===== src/common/cso_pkg.sv =====
// package for the clock start-up and reference output block
// assumes one bus clock; oscillator levels are sampled into it
package cso_pkg;
	localparam int ADDR_W = 8;
	localparam int DIV_W = 15;
	localparam int NUM_REF = 2;
	localparam int OST_CYCLES_DEF = 1024;
	// register byte offsets
	localparam logic [7:0] OFF_OSC = 8'h00;
	localparam logic [7:0] OFF_CFG = 8'h04;
	localparam logic [7:0] OFF_PMD = 8'h08;
	localparam logic [7:0] OFF_STAT = 8'h0c;
	localparam logic [7:0] OFF_REF_BASE = 8'h10;
	localparam logic [7:0] OFF_REF_STRIDE = 8'h10;
	localparam logic [7:0] OFF_REF_CON = 8'h00;
	localparam logic [7:0] OFF_REF_SEL = 8'h04;
	localparam logic [7:0] OFF_REF_DIV = 8'h08;
	// field positions
	localparam int NOSC_LSB = 0;
	localparam int CURRENT_OSC_SELECT_LSB = 4;
	localparam int PEND_BIT = 8;
	localparam int CFG_TS_BIT = 7;
	localparam int CFG_FOSC_LSB = 0;
	localparam int CON_ON_BIT = 7;
	localparam int CON_RUN_IN_SLEEP_BIT = 3;
	localparam int CON_ACT_BIT = 0;
	// reset values and AXI response codes
	localparam logic [7:0] CFG_RESET = 8'h82;
	localparam logic [7:0] CON_RESET = 8'h00;
	localparam logic [1:0] PMD_RESET = 2'h0;
	localparam logic [1:0] RESP_OKAY = 2'h0;
	localparam logic [1:0] RESP_SLVERR = 2'h2;
	// oscillator selection codes
	localparam logic [2:0] OSC_FRC = 3'h0;
	localparam logic [2:0] OSC_PRI = 3'h2;
	localparam logic [2:0] OSC_SEC = 3'h4;
	localparam logic [2:0] OSC_LF = 3'h5;
	// reference source codes, also index into the source level vector
	localparam logic [3:0] REF_SYS = 4'h0;
	localparam logic [3:0] REF_PERIPH = 4'h1;
	localparam logic [3:0] REF_PRI = 4'h2;
	localparam logic [3:0] REF_SEC = 4'h3;
	localparam logic [3:0] REF_LF = 4'h4;
	localparam logic [3:0] REF_FRC = 4'h5;
	typedef enum logic [1:0] {
		PWR_RUN = 2'b00,
		PWR_IDLE = 2'b01,
		PWR_SLEEP = 2'b10
	} cso_pwr_type;
endpackage : cso_pkg


===== src/rtl/cso_sync2.sv =====
// two-stage synchroniser for levels entering the bus clock domain
// assumes inputs are asynchronous levels
`timescale 1ns/1ps
module cso_sync2 #(
	parameter int W = 1
) (
	input wire logic aclk,
	input wire logic aresetn,
	input wire logic [W-1:0] d,
	output logic [W-1:0] q
);
	logic [W-1:0] meta;
	always_ff @(posedge aclk) begin
		if (!aresetn) begin
			meta <= '0;
			q <= '0;
		end else begin
			meta <= d;
			q <= meta;
		end
	end
endmodule : cso_sync2


===== src/rtl/cso_ref_out.sv =====
// one reference clock output: source select, divider, glitch-free gate
// assumes source levels are already synchronised to aclk
`timescale 1ns/1ps
module cso_ref_out
	import cso_pkg::*;
(
	input wire logic aclk,
	input wire logic aresetn,
	input wire logic [5:0] src_lvl,
	input wire logic [3:0] sel,
	input wire logic [DIV_W-1:0] div,
	input wire logic on,
	input wire logic run_in_sleep,
	input wire logic module_disable,
	input wire logic sleep,
	output logic out_pin,
	output logic out_oe,
	output logic active,
	output logic osc_keep
);
	logic src;
	logic src_d;
	logic tick;
	logic div_q;
	logic en;
	logic run;
	logic low_ok;
	logic osc_src;
	logic [DIV_W-1:0] cnt;

	always_comb begin
		src = 1'b0;
		if (sel <= REF_FRC) begin
			src = src_lvl[sel[2:0]];
		end
	end
	assign osc_src = (sel >= REF_PRI) && (sel <= REF_FRC);
	// sleep stops all but oscillator sources held by run_in_sleep
	assign run = on && !module_disable && (sel <= REF_FRC) &&
		(!sleep || (run_in_sleep && osc_src));
	assign tick = src && !src_d;
	assign low_ok = (div == '0) ? !src : !div_q;

	always_ff @(posedge aclk) begin
		if (!aresetn) begin
			src_d <= 1'b0;
		end else begin
			src_d <= src;
		end
	end

	// enable taken on a source rising edge, dropped only when output low
	always_ff @(posedge aclk) begin
		if (!aresetn) begin
			en <= 1'b0;
		end else if (!en && run && tick) begin
			en <= 1'b1;
		end else if (en && !run && low_ok) begin
			en <= 1'b0;
		end
	end

	// toggles every div source periods, ratio 2*div; div 0 passes through
	always_ff @(posedge aclk) begin
		if (!aresetn || !en) begin
			cnt <= '0;
			div_q <= 1'b0;
		end else if (tick && div != '0) begin
			if (cnt + DIV_W'(1) >= div) begin
				cnt <= '0;
				div_q <= !div_q;
			end else begin
				cnt <= cnt + DIV_W'(1);
			end
		end
	end

	always_ff @(posedge aclk) begin
		if (!aresetn) begin
			out_pin <= 1'b0;
			out_oe <= 1'b0;
			osc_keep <= 1'b0;
		end else begin
			out_pin <= en && ((div == '0) ? src : div_q);
			out_oe <= en;
			osc_keep <= en && sleep && osc_src;
		end
	end
	assign active = en;
endmodule : cso_ref_out


===== src/rtl/cso_top.sv =====
// oscillator switch control, two-speed start-up, two reference outputs
// assumes an AXI4-Lite master on aclk and core power requests on aclk
`timescale 1ns/1ps
module cso_top
	import cso_pkg::*;
#(
	parameter int OST_CYCLES = OST_CYCLES_DEF
) (
	input wire logic aclk,
	input wire logic aresetn,
	input wire logic [ADDR_W-1:0] s_axi_awaddr,
	input wire logic s_axi_awvalid,
	output logic s_axi_awready,
	input wire logic [31:0] s_axi_wdata,
	input wire logic [3:0] s_axi_wstrb,
	input wire logic s_axi_wvalid,
	output logic s_axi_wready,
	output logic [1:0] s_axi_bresp,
	output logic s_axi_bvalid,
	input wire logic s_axi_bready,
	input wire logic [ADDR_W-1:0] s_axi_araddr,
	input wire logic s_axi_arvalid,
	output logic s_axi_arready,
	output logic [31:0] s_axi_rdata,
	output logic [1:0] s_axi_rresp,
	output logic s_axi_rvalid,
	input wire logic s_axi_rready,
	input wire logic sleep_req,
	input wire logic idle_req,
	input wire logic wake_req,
	input wire logic primary_oscillator_in,
	input wire logic secondary_oscillator_in,
	input wire logic low_freq_internal_osc_in,
	input wire logic fast_internal_rc_in,
	input wire logic [3:0] osc_stable_in,
	input wire logic peripheral_clock_source,
	output logic [2:0] sys_clk_select,
	output logic osc_startup_timer_clear,
	output logic pll_stop,
	output logic sleep_active,
	output logic idle_active,
	output logic ref_clock_out_pin_a,
	output logic ref_clock_out_pin_a_oe,
	output logic ref_clock_out_pin_b,
	output logic ref_clock_out_pin_b_oe,
	output logic [1:0] osc_keep_req
);
	localparam int OST_W = $clog2(OST_CYCLES + 1);

	logic [7:0] pin_s;
	logic [3:0] osc_lvl;
	logic [3:0] stable_s;
	logic sys_tgl;
	logic [5:0] src_lvl;
	logic [2:0] new_osc_select_field;
	logic [2:0] current_osc_select_field;
	logic [7:0] config_word_2_low;
	logic [1:0] module_disable_reg3;
	logic [7:0] ref_out_control [NUM_REF];
	logic [3:0] ref_source_select [NUM_REF];
	logic [DIV_W-1:0] ref_div [NUM_REF];
	logic [NUM_REF-1:0] ref_pin;
	logic [NUM_REF-1:0] ref_oe;
	logic [NUM_REF-1:0] ref_active;
	cso_pwr_type pwr;
	logic boot;
	logic pending;
	logic target_ready;
	logic ost_done;
	logic [OST_W-1:0] ost_cnt;
	logic wr_go;
	logic rd_go;
	logic osc_wr;
	logic abandon;
	logic sleep_cancel;
	logic ts_en;
	logic [2:0] fosc;
	logic [31:0] wmask;
	logic [31:0] rd_word;
	logic rd_hit;
	logic wr_hit;

	function automatic logic addr_hit(input logic [ADDR_W-1:0] a);
		logic h;
		h = 1'b0;
		if (a == OFF_OSC || a == OFF_CFG || a == OFF_PMD) begin
			h = 1'b1;
		end else if (a == OFF_STAT) begin
			h = 1'b1;
		end else if (a >= OFF_REF_BASE &&
				a < OFF_REF_BASE + OFF_REF_STRIDE * NUM_REF) begin
			h = (a[3:0] == OFF_REF_CON[3:0]) ||
				(a[3:0] == OFF_REF_SEL[3:0]) ||
				(a[3:0] == OFF_REF_DIV[3:0]);
		end
		return h;
	endfunction : addr_hit

	function automatic logic osc_ready(input logic [2:0] code,
			input logic [3:0] st);
		logic r;
		r = 1'b1;
		case (code)
			OSC_FRC: r = st[3];
			OSC_PRI: r = st[0];
			OSC_SEC: r = st[1];
			OSC_LF: r = st[2];
			default: r = 1'b1;
		endcase
		return r;
	endfunction : osc_ready

	// oscillator pins and their ready flags cross into aclk
	cso_sync2 #(
		.W(8)
	) u_pin_sync (
		.aclk(aclk),
		.aresetn(aresetn),
		.d({osc_stable_in, fast_internal_rc_in, low_freq_internal_osc_in,
			secondary_oscillator_in, primary_oscillator_in}),
		.q(pin_s)
	);
	assign osc_lvl = pin_s[3:0];
	assign stable_s = pin_s[7:4];

	// raw system clock seen as a level at half the bus rate
	always_ff @(posedge aclk) begin
		if (!aresetn) begin
			sys_tgl <= 1'b0;
		end else begin
			sys_tgl <= !sys_tgl;
		end
	end
	assign src_lvl = {osc_lvl[3], osc_lvl[2], osc_lvl[1], osc_lvl[0],
		peripheral_clock_source, sys_tgl};

	// AXI4-Lite write: address and data taken together
	assign wr_go = s_axi_awvalid && s_axi_wvalid && !s_axi_bvalid;
	assign s_axi_awready = wr_go;
	assign s_axi_wready = wr_go;
	assign wr_hit = addr_hit(s_axi_awaddr);
	always_comb begin
		for (int b = 0; b < 4; b++) begin
			wmask[8*b +: 8] = {8{s_axi_wstrb[b]}};
		end
	end

	always_ff @(posedge aclk) begin
		if (!aresetn) begin
			s_axi_bvalid <= 1'b0;
			s_axi_bresp <= RESP_OKAY;
		end else if (wr_go) begin
			s_axi_bvalid <= 1'b1;
			s_axi_bresp <= wr_hit ? RESP_OKAY : RESP_SLVERR;
		end else if (s_axi_bready) begin
			s_axi_bvalid <= 1'b0;
		end
	end

	always_ff @(posedge aclk) begin
		if (!aresetn) begin
			config_word_2_low <= CFG_RESET;
		end else if (wr_go && s_axi_awaddr == OFF_CFG && s_axi_wstrb[0]) begin
			config_word_2_low <= s_axi_wdata[7:0];
		end
	end

	always_ff @(posedge aclk) begin
		if (!aresetn) begin
			module_disable_reg3 <= PMD_RESET;
		end else if (wr_go && s_axi_awaddr == OFF_PMD && s_axi_wstrb[0]) begin
			module_disable_reg3 <= s_axi_wdata[1:0];
		end
	end

	// per-instance control, source and divider registers
	for (genvar i = 0; i < NUM_REF; i++) begin : g_ref
		localparam logic [7:0] BASE = OFF_REF_BASE + 8'(i) * OFF_REF_STRIDE;
		logic [31:0] div_new;
		assign div_new = (32'(ref_div[i]) & ~wmask) | (s_axi_wdata & wmask);
		always_ff @(posedge aclk) begin
			if (!aresetn) begin
				ref_out_control[i] <= CON_RESET;
			end else if (wr_go && s_axi_awaddr == BASE + OFF_REF_CON &&
					s_axi_wstrb[0]) begin
				ref_out_control[i] <= s_axi_wdata[7:0] &
					~(8'h01 << CON_ACT_BIT);
			end
		end
		always_ff @(posedge aclk) begin
			if (!aresetn) begin
				ref_source_select[i] <= REF_SYS;
			end else if (wr_go && s_axi_awaddr == BASE + OFF_REF_SEL &&
					s_axi_wstrb[0]) begin
				ref_source_select[i] <= s_axi_wdata[3:0];
			end
		end
		always_ff @(posedge aclk) begin
			if (!aresetn) begin
				ref_div[i] <= '0;
			end else if (wr_go && s_axi_awaddr == BASE + OFF_REF_DIV) begin
				ref_div[i] <= div_new[DIV_W-1:0];
			end
		end
		cso_ref_out u_ref (
			.aclk(aclk),
			.aresetn(aresetn),
			.src_lvl(src_lvl),
			.sel(ref_source_select[i]),
			.div(ref_div[i]),
			.on(ref_out_control[i][CON_ON_BIT]),
			.run_in_sleep(ref_out_control[i][CON_RUN_IN_SLEEP_BIT]),
			.module_disable(module_disable_reg3[i]),
			.sleep(sleep_active),
			.out_pin(ref_pin[i]),
			.out_oe(ref_oe[i]),
			.active(ref_active[i]),
			.osc_keep(osc_keep_req[i])
		);
	end
	assign ref_clock_out_pin_a = ref_pin[0];
	assign ref_clock_out_pin_a_oe = ref_oe[0];
	assign ref_clock_out_pin_b = ref_pin[1];
	assign ref_clock_out_pin_b_oe = ref_oe[1];

	// power state from core requests
	always_ff @(posedge aclk) begin
		if (!aresetn) begin
			pwr <= PWR_RUN;
		end else begin
			case (pwr)
				PWR_RUN: begin
					if (sleep_req) begin
						pwr <= PWR_SLEEP;
					end else if (idle_req) begin
						pwr <= PWR_IDLE;
					end
				end
				PWR_IDLE: begin
					if (wake_req) begin
						pwr <= PWR_RUN;
					end
				end
				PWR_SLEEP: begin
					if (wake_req) begin
						pwr <= PWR_RUN;
					end
				end
				default: pwr <= PWR_RUN;
			endcase
		end
	end
	assign sleep_active = (pwr == PWR_SLEEP);
	assign idle_active = (pwr == PWR_IDLE);

	// fail-safe monitor bits of the config byte are deliberately unused
	assign ts_en = config_word_2_low[CFG_TS_BIT];
	assign fosc = config_word_2_low[CFG_FOSC_LSB +: 3];
	assign osc_wr = wr_go && s_axi_awaddr == OFF_OSC && s_axi_wstrb[0];
	assign pending = new_osc_select_field != current_osc_select_field;
	assign abandon = osc_wr && pending &&
		s_axi_wdata[NOSC_LSB +: 3] == current_osc_select_field;
	assign sleep_cancel = pwr == PWR_RUN && sleep_req && pending;
	assign target_ready = osc_ready(new_osc_select_field, stable_s);

	always_ff @(posedge aclk) begin
		if (!aresetn) begin
			boot <= 1'b1;
		end else begin
			boot <= 1'b0;
		end
	end

	// selection fields; cancel by Sleep wins over a software write
	always_ff @(posedge aclk) begin
		if (!aresetn) begin
			new_osc_select_field <= OSC_FRC;
			current_osc_select_field <= OSC_FRC;
		end else if (boot) begin
			new_osc_select_field <= fosc;
			current_osc_select_field <= ts_en ? OSC_FRC : fosc;
		end else if (sleep_cancel) begin
			new_osc_select_field <= current_osc_select_field;
		end else if (pwr == PWR_SLEEP && wake_req) begin
			if (ts_en) begin
				new_osc_select_field <= fosc;
				current_osc_select_field <= OSC_FRC;
			end
		end else if (osc_wr) begin
			new_osc_select_field <= s_axi_wdata[NOSC_LSB +: 3];
		end else if (pwr == PWR_RUN && pending && target_ready &&
				ost_done) begin
			current_osc_select_field <= new_osc_select_field;
		end
	end
	// idle exit leaves the fields alone, clock stays as selected

	// start-up timer counts once the target reports stable
	always_ff @(posedge aclk) begin
		if (!aresetn || !pending || abandon || sleep_cancel) begin
			ost_cnt <= '0;
		end else if (target_ready && !ost_done) begin
			ost_cnt <= ost_cnt + OST_W'(1);
		end
	end
	assign ost_done = ost_cnt == OST_W'(OST_CYCLES);

	always_ff @(posedge aclk) begin
		if (!aresetn) begin
			osc_startup_timer_clear <= 1'b0;
			pll_stop <= 1'b0;
			sys_clk_select <= OSC_FRC;
		end else begin
			osc_startup_timer_clear <= abandon || sleep_cancel;
			pll_stop <= abandon || sleep_cancel;
			sys_clk_select <= current_osc_select_field;
		end
	end

	// AXI4-Lite read
	assign rd_go = s_axi_arvalid && !s_axi_rvalid;
	assign s_axi_arready = !s_axi_rvalid;
	assign rd_hit = addr_hit(s_axi_araddr);
	always_comb begin
		logic [ADDR_W-1:0] rel;
		int idx;
		rd_word = '0;
		rel = s_axi_araddr - OFF_REF_BASE;
		idx = int'(rel[7:4]);
		if (s_axi_araddr == OFF_OSC) begin
			rd_word[NOSC_LSB +: 3] = new_osc_select_field;
			rd_word[CURRENT_OSC_SELECT_LSB +: 3] = current_osc_select_field;
			rd_word[PEND_BIT] = pending;
		end else if (s_axi_araddr == OFF_CFG) begin
			rd_word[7:0] = config_word_2_low;
		end else if (s_axi_araddr == OFF_PMD) begin
			rd_word[1:0] = module_disable_reg3;
		end else if (s_axi_araddr == OFF_STAT) begin
			rd_word[0] = pending;
			rd_word[1] = ost_done;
			rd_word[5:2] = stable_s;
			rd_word[7:6] = pwr;
		end else if (rd_hit && idx < NUM_REF) begin
			if (rel[3:0] == OFF_REF_CON[3:0]) begin
				rd_word[7:0] = ref_out_control[idx];
				rd_word[CON_ACT_BIT] = ref_active[idx];
			end else if (rel[3:0] == OFF_REF_SEL[3:0]) begin
				rd_word[3:0] = ref_source_select[idx];
			end else begin
				rd_word[DIV_W-1:0] = ref_div[idx];
			end
		end
	end

	always_ff @(posedge aclk) begin
		if (!aresetn) begin
			s_axi_rvalid <= 1'b0;
			s_axi_rdata <= '0;
			s_axi_rresp <= RESP_OKAY;
		end else if (rd_go) begin
			s_axi_rvalid <= 1'b1;
			s_axi_rdata <= rd_word;
			s_axi_rresp <= rd_hit ? RESP_OKAY : RESP_SLVERR;
		end else if (s_axi_rready) begin
			s_axi_rvalid <= 1'b0;
		end
	end
endmodule : cso_top


===== config.mk =====
export PLATFORM = sky130hd
export DESIGN_NAME = cso_top
export DESIGN_NICKNAME = d
export VERILOG_FILES = /design/src/common/cso_pkg.sv /design/src/rtl/cso_sync2.sv /design/src/rtl/cso_ref_out.sv /design/src/rtl/cso_top.sv
export SDC_FILE = /design/constraint.sdc
export NUM_CORES = 1
export LEC_CHECK = 0
export BUFFER_PORTS_ARGS = -buffer_cell sky130_fd_sc_hd__buf_4
export CORE_ASPECT_RATIO = 1.4
export CORE_MARGIN = 5
export CORE_UTILIZATION = 50
export CTS_BUF_LIST = sky130_fd_sc_hd__clkbuf_4
export DETAILED_ROUTE_END_ITERATION = 7
export GPL_ROUTABILITY_DRIVEN = 0
export PLACE_DENSITY = 0.72
export SLEW_MARGIN = 20
export SYNTH_ARGS = -nofsm -noshare
export SYNTH_HDL_FRONTEND = slang
export SYNTH_SLANG_ARGS = --single-unit

===== constraint.sdc =====
create_clock -name aclk -period 4.4 [get_ports aclk]
set_input_delay 0.88 -clock aclk [delete_from_list [all_inputs] [get_ports aclk]]
set_output_delay 0.88 -clock aclk [all_outputs]
set_load 0.01 [all_outputs]

==> out/qor_table.md, run 1 <==
| Step | Parameter | Reported |
|:---|:---|:---|
| timing | Minimum clock period after layout | 3.60 ns |
| cells and area | Final Net Count | 1210 |
| die | Area of the placeable core | 0.0185 mm^2 |
| global routing | Overall routing resource usage | 0.218 |
| cells and area | Finished Cell Area | 0.0102 mm^2 |
| die | Initial core utilization | 0.504 |
| critical path | CP endpoint kind | flop |
| cts | Post-cts resize count | 0 |
| global routing | Maximum number of pins on one net before global-route repair | 37 |
| cts | Buffers inserted during post-CTS setup optimization | 0 |
| global routing | First-pass GRT wire length | 37.4 mm |
| timing | Final-report hold violation count | 0 |
| timing | Share of the clock period used by the worst path after layout | 0.818 |
| job | Number of max-cap violations | 0 |
| route | Detail Route Antenna Nets | 0 |
| critical path | Data required time of the worst path | 4.94 ns |
| run status | Status | completed |
| cells and area | Register cell area after layout | 0.00380 mm^2 |
| cells and area | Synthesis-to-finish area growth | 10.0% |
| cts | Maximum buffer depth of the clock tree | 2 |
| timing | Final setup slack of the worst path | 0.802 ns |
| die | I/O pin count | 125 |
| cts | Clock tree from TritonCTS | built |
| timing | Worst clock skew | 0.0158 ns |
| global routing | Grt total ovfl | 0 |
| timing | Slew Viols, Final | 0 |
| cells and area | FILL cells | 1744 |
| cells and area | Most common library cell in the layout ignoring fill and taps | dfxtp_1 |
| synthesis | Number of enable flip-flop cells after synthesis | 52 |
| synthesis | Yosys warning total | 0 |
| cts | Sink count of the clock tree | 164 |
| cts | Worst-skew pair later-pin latency | 0.60 ns |
| placed design | Count of buffers from port buffering | 86 |
| power | Leak pwr | 0.00423 uW |
| timing | Fin Hold WS | 0.453 ns |
| critical path | Type of the worst setup path | reg -> reg |
| placed design | Placed inst area | 0.00997 mm^2 |
| cells and area | Fraction of final layout cells sized beyond drive strength 1 | 0.137 |
| hold path | Worst min path class | reg -> reg |
| cts | Total of hold buffers inserted after clock tree synthesis | 0 |
| synthesis | Share of synthesized area occupied by flip-flops and latches | 0.409 |
| cts | Clock Root Buffer | clkbuf_4 |
| cts | Number of buffers created by CTS | 17 |
| die | Die area | 0.0215 mm^2 |
| route | Number of violations reported at the end of detailed-routing iteration 0 | 615 |
| critical path | Maximum fanout along the worst path | 10 |
| route | Vias per inst | 5.71 |
| die | Vertical extent of the die | 171 um |
| die | Standard-cell row count | 59 |
| synthesis | Synth cell types | 65 |
| cells and area | Multi-input gate area | 0.00495 mm^2 |
| timing | Unrepaired setup endpoints after global routing | false |
| cts | H-tree depth | 4 |
| placed design | Worst slack after detailed placement | 0.839 ns |
| timing | Remaining max-slew budget at the tightest pin | 0.503 |
| synthesis | Top_reg_cell synth | dfxtp_1 |
| cts | Clk pin slew, worst setup/hold paths | 0.16 ns |
| synthesis | Asr flop ratio synth | 0 |
| synthesis | Cell Area, Synth | 0.00931 mm^2 |
| synthesis | Mean post-synth cell area | 8.98 um^2 |
| synthesis | Register bit count reported by yosys | 164 |
| timing | Setup TNS | 0 ns |
| die | DIE WIDTH | 125 um |
| synthesis | Post-Synthesis Cells | 1036 |
| critical path | Worst Setup Start Kind | flop |
| global routing | Antenna violations before repair | 1 |
| timing | Slew of the pin with the lowest slew margin | 0.742 ns |
| placed design | Final HPWL DP | 18.0 mm |
| timing | FMAX | 278 MHz |
| global routing | Number of global-route vias before repair | 7501 |
| route | Routed WL per cell | 17.4 um |
| critical path | Arrival time at the worst endpoint | 4.14 ns |
| route | DRC viols | 0 |
| power | Worst ir drop on vdd | 136 uV |
| route | Post-Route WL | 23.6 mm |
| route | Via count | 7741 |
| route | First-pass iteration count of the detailed router | 6 |
| power | Power density over cell area | 280 mW/mm^2 |
| cells and area | Commonest cells after routing, fill and taps aside | dfxtp_1, o21ai_0, buf_4, nand2_1, nor2_1 |
| timing | Final setup violating endpoints | 0 |
## worst max-delay path, stage by stage (launching register included)
cell and delay (ns):
dfxtp_1 0.45, and3_1 0.23, and3_1 0.30, and4_1 0.30, nand3_1 0.11, xnor2_1 0.20
ha_1 0.29, a21oi_1 0.16, nand2_1 0.08, a221oi_1 0.40, nand4_1 0.14, buf_4 0.18
nor2_1 0.31, buf_4 0.26, a22o_1 0.15
## metal layers
layer	wire [um]	vias to the layer above	part of all wire	track usage
met3	950	72	0.040	0.0376
li1	-	3791	-	-
met2	12400	191	0.52	0.404
met4	1080	0	0.046	0.108
met1	9220	3687	0.39	0.241
met5	0	-	0	0
## worst paths after layout
path                                             from               endpoint  slack (ns)  depth (start not counted)
worst min-delay path               u_pin_sync.meta[4]        u_pin_sync.q[4]        0.45                          1
worst max register to register  g_ref[0].u_ref.cnt[2]  g_ref[0].u_ref.cnt[6]        0.80                         14
worst min register to register     u_pin_sync.meta[4]        u_pin_sync.q[4]        0.45                          1
worst max-delay path            g_ref[0].u_ref.cnt[2]  g_ref[0].u_ref.cnt[6]        0.80                         14
## cell type report
class,instances,share of cell area
multi-input cells,769,0.484
flip-flops and latches,164,0.372
repair buffers,97,0.0711
well taps,244,0.0298
inverters,49,0.0180
clock inverters,15,0.0130
clock buffers,17,0.0125
diodes,1,0.000244
## power breakdown
part           total, uW  leakage [uW]  switching [uW]  internal (uW)
Combinational        361       0.00263             216            145
Clock                873      0.000142             624            249
Sequential          1640       0.00146            37.1           1600
## cells in the mapped netlist (all sizes together) (4+ instances only)
cell	count	share of area
xor2	22	0.021
nand3b	6	0.0048
mux2	8	0.0097
clkbuf	39	0.022
o21ai	109	0.059
a22o	27	0.025
a31oi	7	0.0047
nand2	82	0.033
nor3	22	0.012
nand4	24	0.016
a21oi	39	0.021
and3	15	0.010
and2	49	0.033
a22oi	4	0.0032
ha	41	0.055
nor4b	5	0.0047
nor2b	42	0.028
xnor2	23	0.022
or3	4	0.0027
nand4b	4	0.0038
inv	49	0.020
mux2i	24	0.026
nor3b	4	0.0032
nor2	71	0.029
edfxtp	52	0.17
mux4	5	0.012
dfxtp	112	0.24
nor4	10	0.0067
and4	5	0.0047
a211oi	9	0.0086
buf	33	0.025
nand2b	11	0.0074
nand3	41	0.022
## sequential cells by signal, indices dropped and copies added, names as in the netlist, 3 cells and up
name                      cells
config_word_2_low             8
current_osc_select_field      3
g_ref.u_ref.cnt              30
new_osc_select_field          3
ost_cnt                      11
ref_div                      30
ref_out_control              14
ref_source_select             8
s_axi_rdata                  15
sys_clk_select                3
u_pin_sync.meta               8
u_pin_sync.q                  8
## kinds of logic after synthesis
kind of cell               Yosys count  share of synthesized area
xor gates and xnor gates            45                     0.0424
other                                1                   0.000403
AOI/OAI and AO/OA                  224                      0.150
DFF                                164                      0.409
and+or+nand+nor                    403                      0.229
buffers and inverters              121                     0.0666
muxes                               37                     0.0476
adders and majority gates           41                     0.0551
## through the flow
step / instances / util / total power, uW
floorplan: 1054 / - / 1900
detailed placement: 1323 / 0.540 / 2030
global placement: 1323 / 0.540 / 2020
finish: 1356 / 0.555 / 2870
global route: 1356 / 0.555 / 2990
CTS: 1355 / 0.554 / 2880
No activity file was read; power rests on OpenSTA's default activity.
==> run 2, diff against run 1 <==
Clock period 4.4 ns to 3.76 ns, I/O delays scaled along.
==> out/qor_table.md, run 2 (synthesis gave the netlist of run 1 again) <==
| Step | Parameter | Reported |
|:---|:---|:---|
| run status | Status | completed |
| critical path | Reg-to-reg setup timing slack | 0.54 ns |
| cts | H-tree depth | 4 |
| cells and area | Core Util, Final | 0.556 |
| die | Area of the placeable core | 0.0185 mm^2 |
| global routing | First-pass GRT wire length | 37.8 mm |
| cells and area | Final Net Count | 1212 |
| route | Post-Route WL | 23.4 mm |
| cts | Total of hold buffers inserted after clock tree synthesis | 0 |
| placed design | Worst slack after detailed placement | 0.552 ns |
| timing | Setup TNS | 0 ns |
| critical path | Type of the worst setup path | reg -> reg |
| cells and area | Largest registers | g_ref.u_ref.cnt x30, ref_div x30, s_axi_rdata x15 |
| critical path | Data required time of the worst path | 4.26 ns |
| timing | Final setup violating endpoints | 0 |
| route | Vias per inst | 5.70 |
| die | Initial core utilization | 0.504 |
| timing | Minimum clock period after layout | 3.22 ns |
| critical path | Crit path largest cell delay | 0.46 ns |
| cells and area | Multi-input gate area | 0.00495 mm^2 |
| power | Power density over cell area | 330 mW/mm^2 |
| cts | Worst-skew pair later-pin latency | 0.60 ns |
| critical path | Startpoint of the lowest-slack register-to-register path | g_ref[0].u_ref.cnt[2] |
| cts | Clock tree from TritonCTS | built |
| power | Worst ir drop on vdd | 194 uV |
| cts | Post-cts resize count | 0 |
| critical path | Critical path destination | g_ref[0].u_ref.cnt[0] |
| critical path | CP endpoint kind | flop |
| timing | Final setup slack of the worst path | 0.539 ns |
| critical path | Cell-by-cell listing of the critical path | and3_1, and3_1, and4_1, nand3_1, xnor2_1, ha_1, nand4_1, nor3_1, o2111ai_1, nand4_1, nor2_1, buf_4, mux2_2 |
| critical path | Crit Reg-Reg Endpoint | g_ref[0].u_ref.cnt[0] |
| cells and area | Most common library cell in the layout ignoring fill and taps | dfxtp_1 |
| timing | Slew Viols, Final | 0 |
| critical path | Critical path startpoint | g_ref[0].u_ref.cnt[2] |
| cts | Maximum buffer depth of the clock tree | 2 |
| timing | Unrepaired setup endpoints after global routing | false |
| cells and area | Synthesis-to-finish area growth | 10.4% |
| global routing | Maximum number of pins on one net before global-route repair | 37 |
| global routing | Number of global-route vias before repair | 7514 |
| cells and area | Fraction of final layout cells sized beyond drive strength 1 | 0.137 |
| route | First-pass iteration count of the detailed router | 5 |
| timing | Share of the clock period used by the worst path after layout | 0.857 |
| critical path | Reg2reg path depth | 13 |
| die | Die area | 0.0215 mm^2 |
| timing | Remaining max-slew budget at the tightest pin | 0.480 |
| timing | Worst clock skew | 0.0197 ns |
| cells and area | Register cell area after layout | 0.00380 mm^2 |
| hold path | Worst min path class | in -> reg |
| route | DRC viols | 0 |
| die | DIE WIDTH | 125 um |
| die | I/O pin count | 125 |
| die | Vertical extent of the die | 171 um |
| route | Number of violations reported at the end of detailed-routing iteration 0 | 641 |
| critical path | Arrival time at the worst endpoint | 3.72 ns |
| global routing | Grt total ovfl | 0 |
| timing | Final-report hold violation count | 0 |
| cts | Sink count of the clock tree | 164 |
| cts | Clk pin slew, worst setup/hold paths | 0.16 ns |
| global routing | Overall routing resource usage | 0.218 |
| route | Routed WL per cell | 17.2 um |
| power | Leak pwr | 0.00425 uW |
| critical path | Worst Setup Start Kind | flop |
| timing | FMAX | 310 MHz |
| timing | Slew of the pin with the lowest slew margin | 0.778 ns |
| critical path | Slowest CP cell | dfxtp_1 |
| cts | Buffers inserted during post-CTS setup optimization | 0 |
| cells and area | Commonest cells after routing, fill and taps aside | dfxtp_1, o21ai_0, buf_4, nand2_1, nor2_1 |
| critical path | Maximum fanout along the worst path | 15 |
| die | Standard-cell row count | 59 |
| placed design | Final HPWL DP | 17.8 mm |
| cts | Clock Root Buffer | clkbuf_4 |
| cells and area | FILL cells | 1732 |
| cts | Number of buffers created by CTS | 17 |
| route | Via count | 7747 |
| hold path | Worst hold stages | 2 |
| placed design | Count of buffers from port buffering | 86 |
| global routing | Antenna violations before repair | 1 |
| route | Detail Route Antenna Nets | 0 |
| job | Number of max-cap violations | 0 |
[run 2: worst min path at each step]
stage / startpoint / endpoint / slack, ns
CTS: s_axi_rready / s_axi_rvalid / 0.30
finish: s_axi_rready / s_axi_rvalid / 0.33
global placement: sys_tgl / sys_tgl / 0.40
detailed placement: sys_tgl / sys_tgl / 0.42
global route: s_axi_rready / s_axi_rvalid / 0.29
floorplan: sys_tgl / sys_tgl / 0.39
[run 2: cell type report]
class,count,share of cell area
Clock buffer,17,0.0124
Sequential cell,164,0.370
Antenna cell,1,0.000244
Multi-Input combinational cell,769,0.482
Timing Repair Buffer,99,0.0724
Inverter,49,0.0179
Tap cell,244,0.0297
Clock inverter,15,0.0150
[run 2: power by group]
group | switching, uW | internal, uW
Combinational | 251 | 170
Clock | 752 | 306
Sequential | 43.4 | 1870
Total | 1050 | 2350
[run 2: stage by stage]
| step | std cells | power (uW) | hold WS (ns) | cell area, um^2 |
|---|---|---|---|---|
| floorplan | 1054 | 2230 | 0.392 | 9370 |
| global placement | 1325 | 2360 | 0.400 | 9990 |
| detailed placement | 1325 | 2370 | 0.415 | 9990 |
| CTS | 1357 | 3410 | 0.303 | 10300 |
| global route | 1358 | 3530 | 0.285 | 10300 |
| finish | 1358 | 3390 | 0.327 | 10300 |
[run 2: worst max-delay path, delay by kind of cell (launching register included)]
family / cells / cell delay, ns
buffers and inverters: 1 / 0.19
multiplexers: 1 / 0.27
flip-flops: 1 / 0.46
AO/OA/AOI/OAI: 1 / 0.20
XOR/XNOR: 1 / 0.16
AND/OR/NAND/NOR: 8 / 1.53
adder cells (fa/ha/maj): 1 / 0.33
[run 2: routing by layer]
metal	wire, um	global-route usage	share of wire
met1	9140	0.241	0.39
met5	0	0	0
met2	12500	0.415	0.54
met3	916	0.0332	0.039
met4	805	0.0948	0.034
==> run 3, diff against run 2 <==
Settings changed: CTS_BUF_LIST sky130_fd_sc_hd__clkbuf_4 to sky130_fd_sc_hd__clkbuf_4 sky130_fd_sc_hd__clkbuf_8, PLACE_DENSITY 0.72 to 0.71.
==> out/qor_table.md, run 3 (synthesis gave the netlist of run 1 again) <==
| Step | Parameter | Reported |
|:---|:---|:---|
| cts | Worst-skew pair later-pin latency | 0.46 ns |
| critical path | CP endpoint kind | flop |
| job | Number of max-cap violations | 0 |
| cells and area | Core Util, Final | 0.562 |
| critical path | Startpoint of the lowest-slack register-to-register path | g_ref[0].u_ref.cnt[0] |
| power | Sum of internal, switching and leakage power | 3560 uW |
| critical path | Cell-by-cell listing of the critical path | ha_1, nand3_1, nor2_1, nand3_1, xnor2_1, ha_1, nand4_1, nor3_1, o2111ai_1, nand4_1, nor2_1, buf_4, a22o_1 |
| cts | Clk pin slew, worst setup/hold paths | 0.09 ns |
| cts | Buffers inserted during post-CTS setup optimization | 0 |
| die | I/O pin count | 125 |
| cts | Maximum buffer depth of the clock tree | 2 |
| global routing | Grt total ovfl | 0 |
| cts | Post-cts resize count | 0 |
| cts | Total of hold buffers inserted after clock tree synthesis | 0 |
| die | Area of the placeable core | 0.0185 mm^2 |
| global routing | Overall routing resource usage | 0.216 |
| route | Number of violations reported at the end of detailed-routing iteration 0 | 545 |
| timing | Unrepaired setup endpoints after global routing | false |
| route | Post-Route WL | 23.1 mm |
| timing | Remaining max-slew budget at the tightest pin | 0.523 |
| hold path | Launch instance of the worst min-delay path | sys_tgl |
| global routing | Maximum number of pins on one net before global-route repair | 37 |
| hold path | Worst min path class | reg -> reg |
| timing | Share of the clock period used by the worst path after layout | 0.856 |
| die | DIE WIDTH | 125 um |
| route | DRC viols | 0 |
| cells and area | Most common library cell in the layout ignoring fill and taps | dfxtp_1 |
| die | Die area | 0.0215 mm^2 |
| critical path | Maximum fanout along the worst path | 10 |
| critical path | Crit path largest cell delay | 0.41 ns |
| route | First-pass iteration count of the detailed router | 6 |
| critical path | Critical path startpoint | g_ref[0].u_ref.cnt[0] |
| timing | Fin Hold WS | 0.442 ns |
| cells and area | FILL cells | 1729 |
| cts | Clock Root Buffer | clkbuf_8 |
| critical path | Slowest CP cell | dfxtp_1 |
| run status | Status | completed |
| route | Vias per inst | 5.64 |
| die | Initial core utilization | 0.504 |
| cells and area | Largest registers | g_ref.u_ref.cnt x30, ref_div x30, s_axi_rdata x15 |
| critical path | Count of buffering cells on the critical path with inverters included | 1 |
| placed design | Count of buffers from port buffering | 86 |
| global routing | First-pass GRT wire length | 37.5 mm |
| cells and area | Commonest cells after routing, fill and taps aside | dfxtp_1, o21ai_0, buf_4, nand2_1, nor2_1 |
| power | Worst ir drop on vdd | 210 uV |
| power | Leak pwr | 0.00430 uW |
| cells and area | Final Net Count | 1215 |
| timing | Final setup violating endpoints | 0 |
| cells and area | Fraction of final layout cells sized beyond drive strength 1 | 0.140 |
| timing | Worst clock skew | 0.00838 ns |
| cts | Number of buffers created by CTS | 17 |
| cts | Clock tree from TritonCTS | built |
| timing | Final-report hold violation count | 0 |
| cts | Sink count of the clock tree | 164 |
| power | Power density over cell area | 343 mW/mm^2 |
| timing | Minimum clock period after layout | 3.22 ns |
| die | Vertical extent of the die | 171 um |
| global routing | Antenna violations before repair | 0 |
| timing | Slew of the pin with the lowest slew margin | 0.714 ns |
| die | Standard-cell row count | 59 |
| critical path | Arrival time at the worst endpoint | 3.57 ns |
| timing | Setup TNS | 0 ns |
| placed design | Final HPWL DP | 17.8 mm |
| route | Detail Route Antenna Nets | 0 |
| cts | H-tree depth | 4 |
| critical path | Type of the worst setup path | reg -> reg |
| timing | Slew Viols, Final | 0 |
| cells and area | Synthesis-to-finish area growth | 11.5% |
| timing | FMAX | 311 MHz |
| route | Via count | 7668 |
| critical path | Family with the most delay on the worst path | simple AND/OR/NAND/NOR gates |
| critical path | Data required time of the worst path | 4.12 ns |
| route | Routed WL per cell | 17.0 um |
| cells and area | Count of inserted antenna diode cells | 0 |
| global routing | Number of global-route vias before repair | 7474 |
| critical path | Worst Setup Start Kind | flop |
==> run 3: path summary, 6_finish.rpt <==
kind	endpoint	slack [ns]	cells after the start
worst max register to register	g_ref[0].u_ref.cnt[9]	0.54	13
worst max-delay path	g_ref[0].u_ref.cnt[9]	0.54	13
worst min register to register	sys_tgl	0.44	1
worst min-delay path	sys_tgl	0.44	1
==> run 3: stage by stage <==
| stage | instances | area (um^2) | setup WS (ns) |
|---|---|---|---|
| after detailed placement | 1328 | 10000 | 0.541 |
| after global placement | 1328 | 10000 | 0.628 |
| after global routing | 1360 | 10400 | 0.147 |
| final | 1360 | 10400 | 0.541 |
| after CTS | 1360 | 10400 | 0.529 |
| after floorplan | 1054 | 9370 | 0.147 |
==> run 3: layer usage <==
| metal | wire length [um] | up-vias | global-route usage |
|---|---|---|---|
| met4 | 806 | 0 | 0.0948 |
| met3 | 909 | 54 | 0.0391 |
| met1 | 9060 | 3652 | 0.238 |
| li1 | - | 3786 | - |
| met5 | 0 | - | 0 |
| met2 | 12300 | 176 | 0.407 |
==> run 3: cell type report <==
| type | count | area (um^2) | area share |
|---|---|---|---|
| well taps | 244 | 305 | 0.0294 |
| clock inverters | 13 | 111 | 0.0107 |
| flip-flops and latches | 164 | 3800 | 0.367 |
| repair buffers | 102 | 766 | 0.0738 |
| multi-input cells | 769 | 4950 | 0.477 |
| clock buffers | 19 | 255 | 0.0246 |
| inverters | 49 | 184 | 0.0177 |
==> run 3: power breakdown <==
group	switching, uW	leakage (uW)	internal (uW)
clock	722	0.000184	502
sequential	43.4	0.00146	1870
combinational	250	0.00266	170
total	1020	0.00430	2540
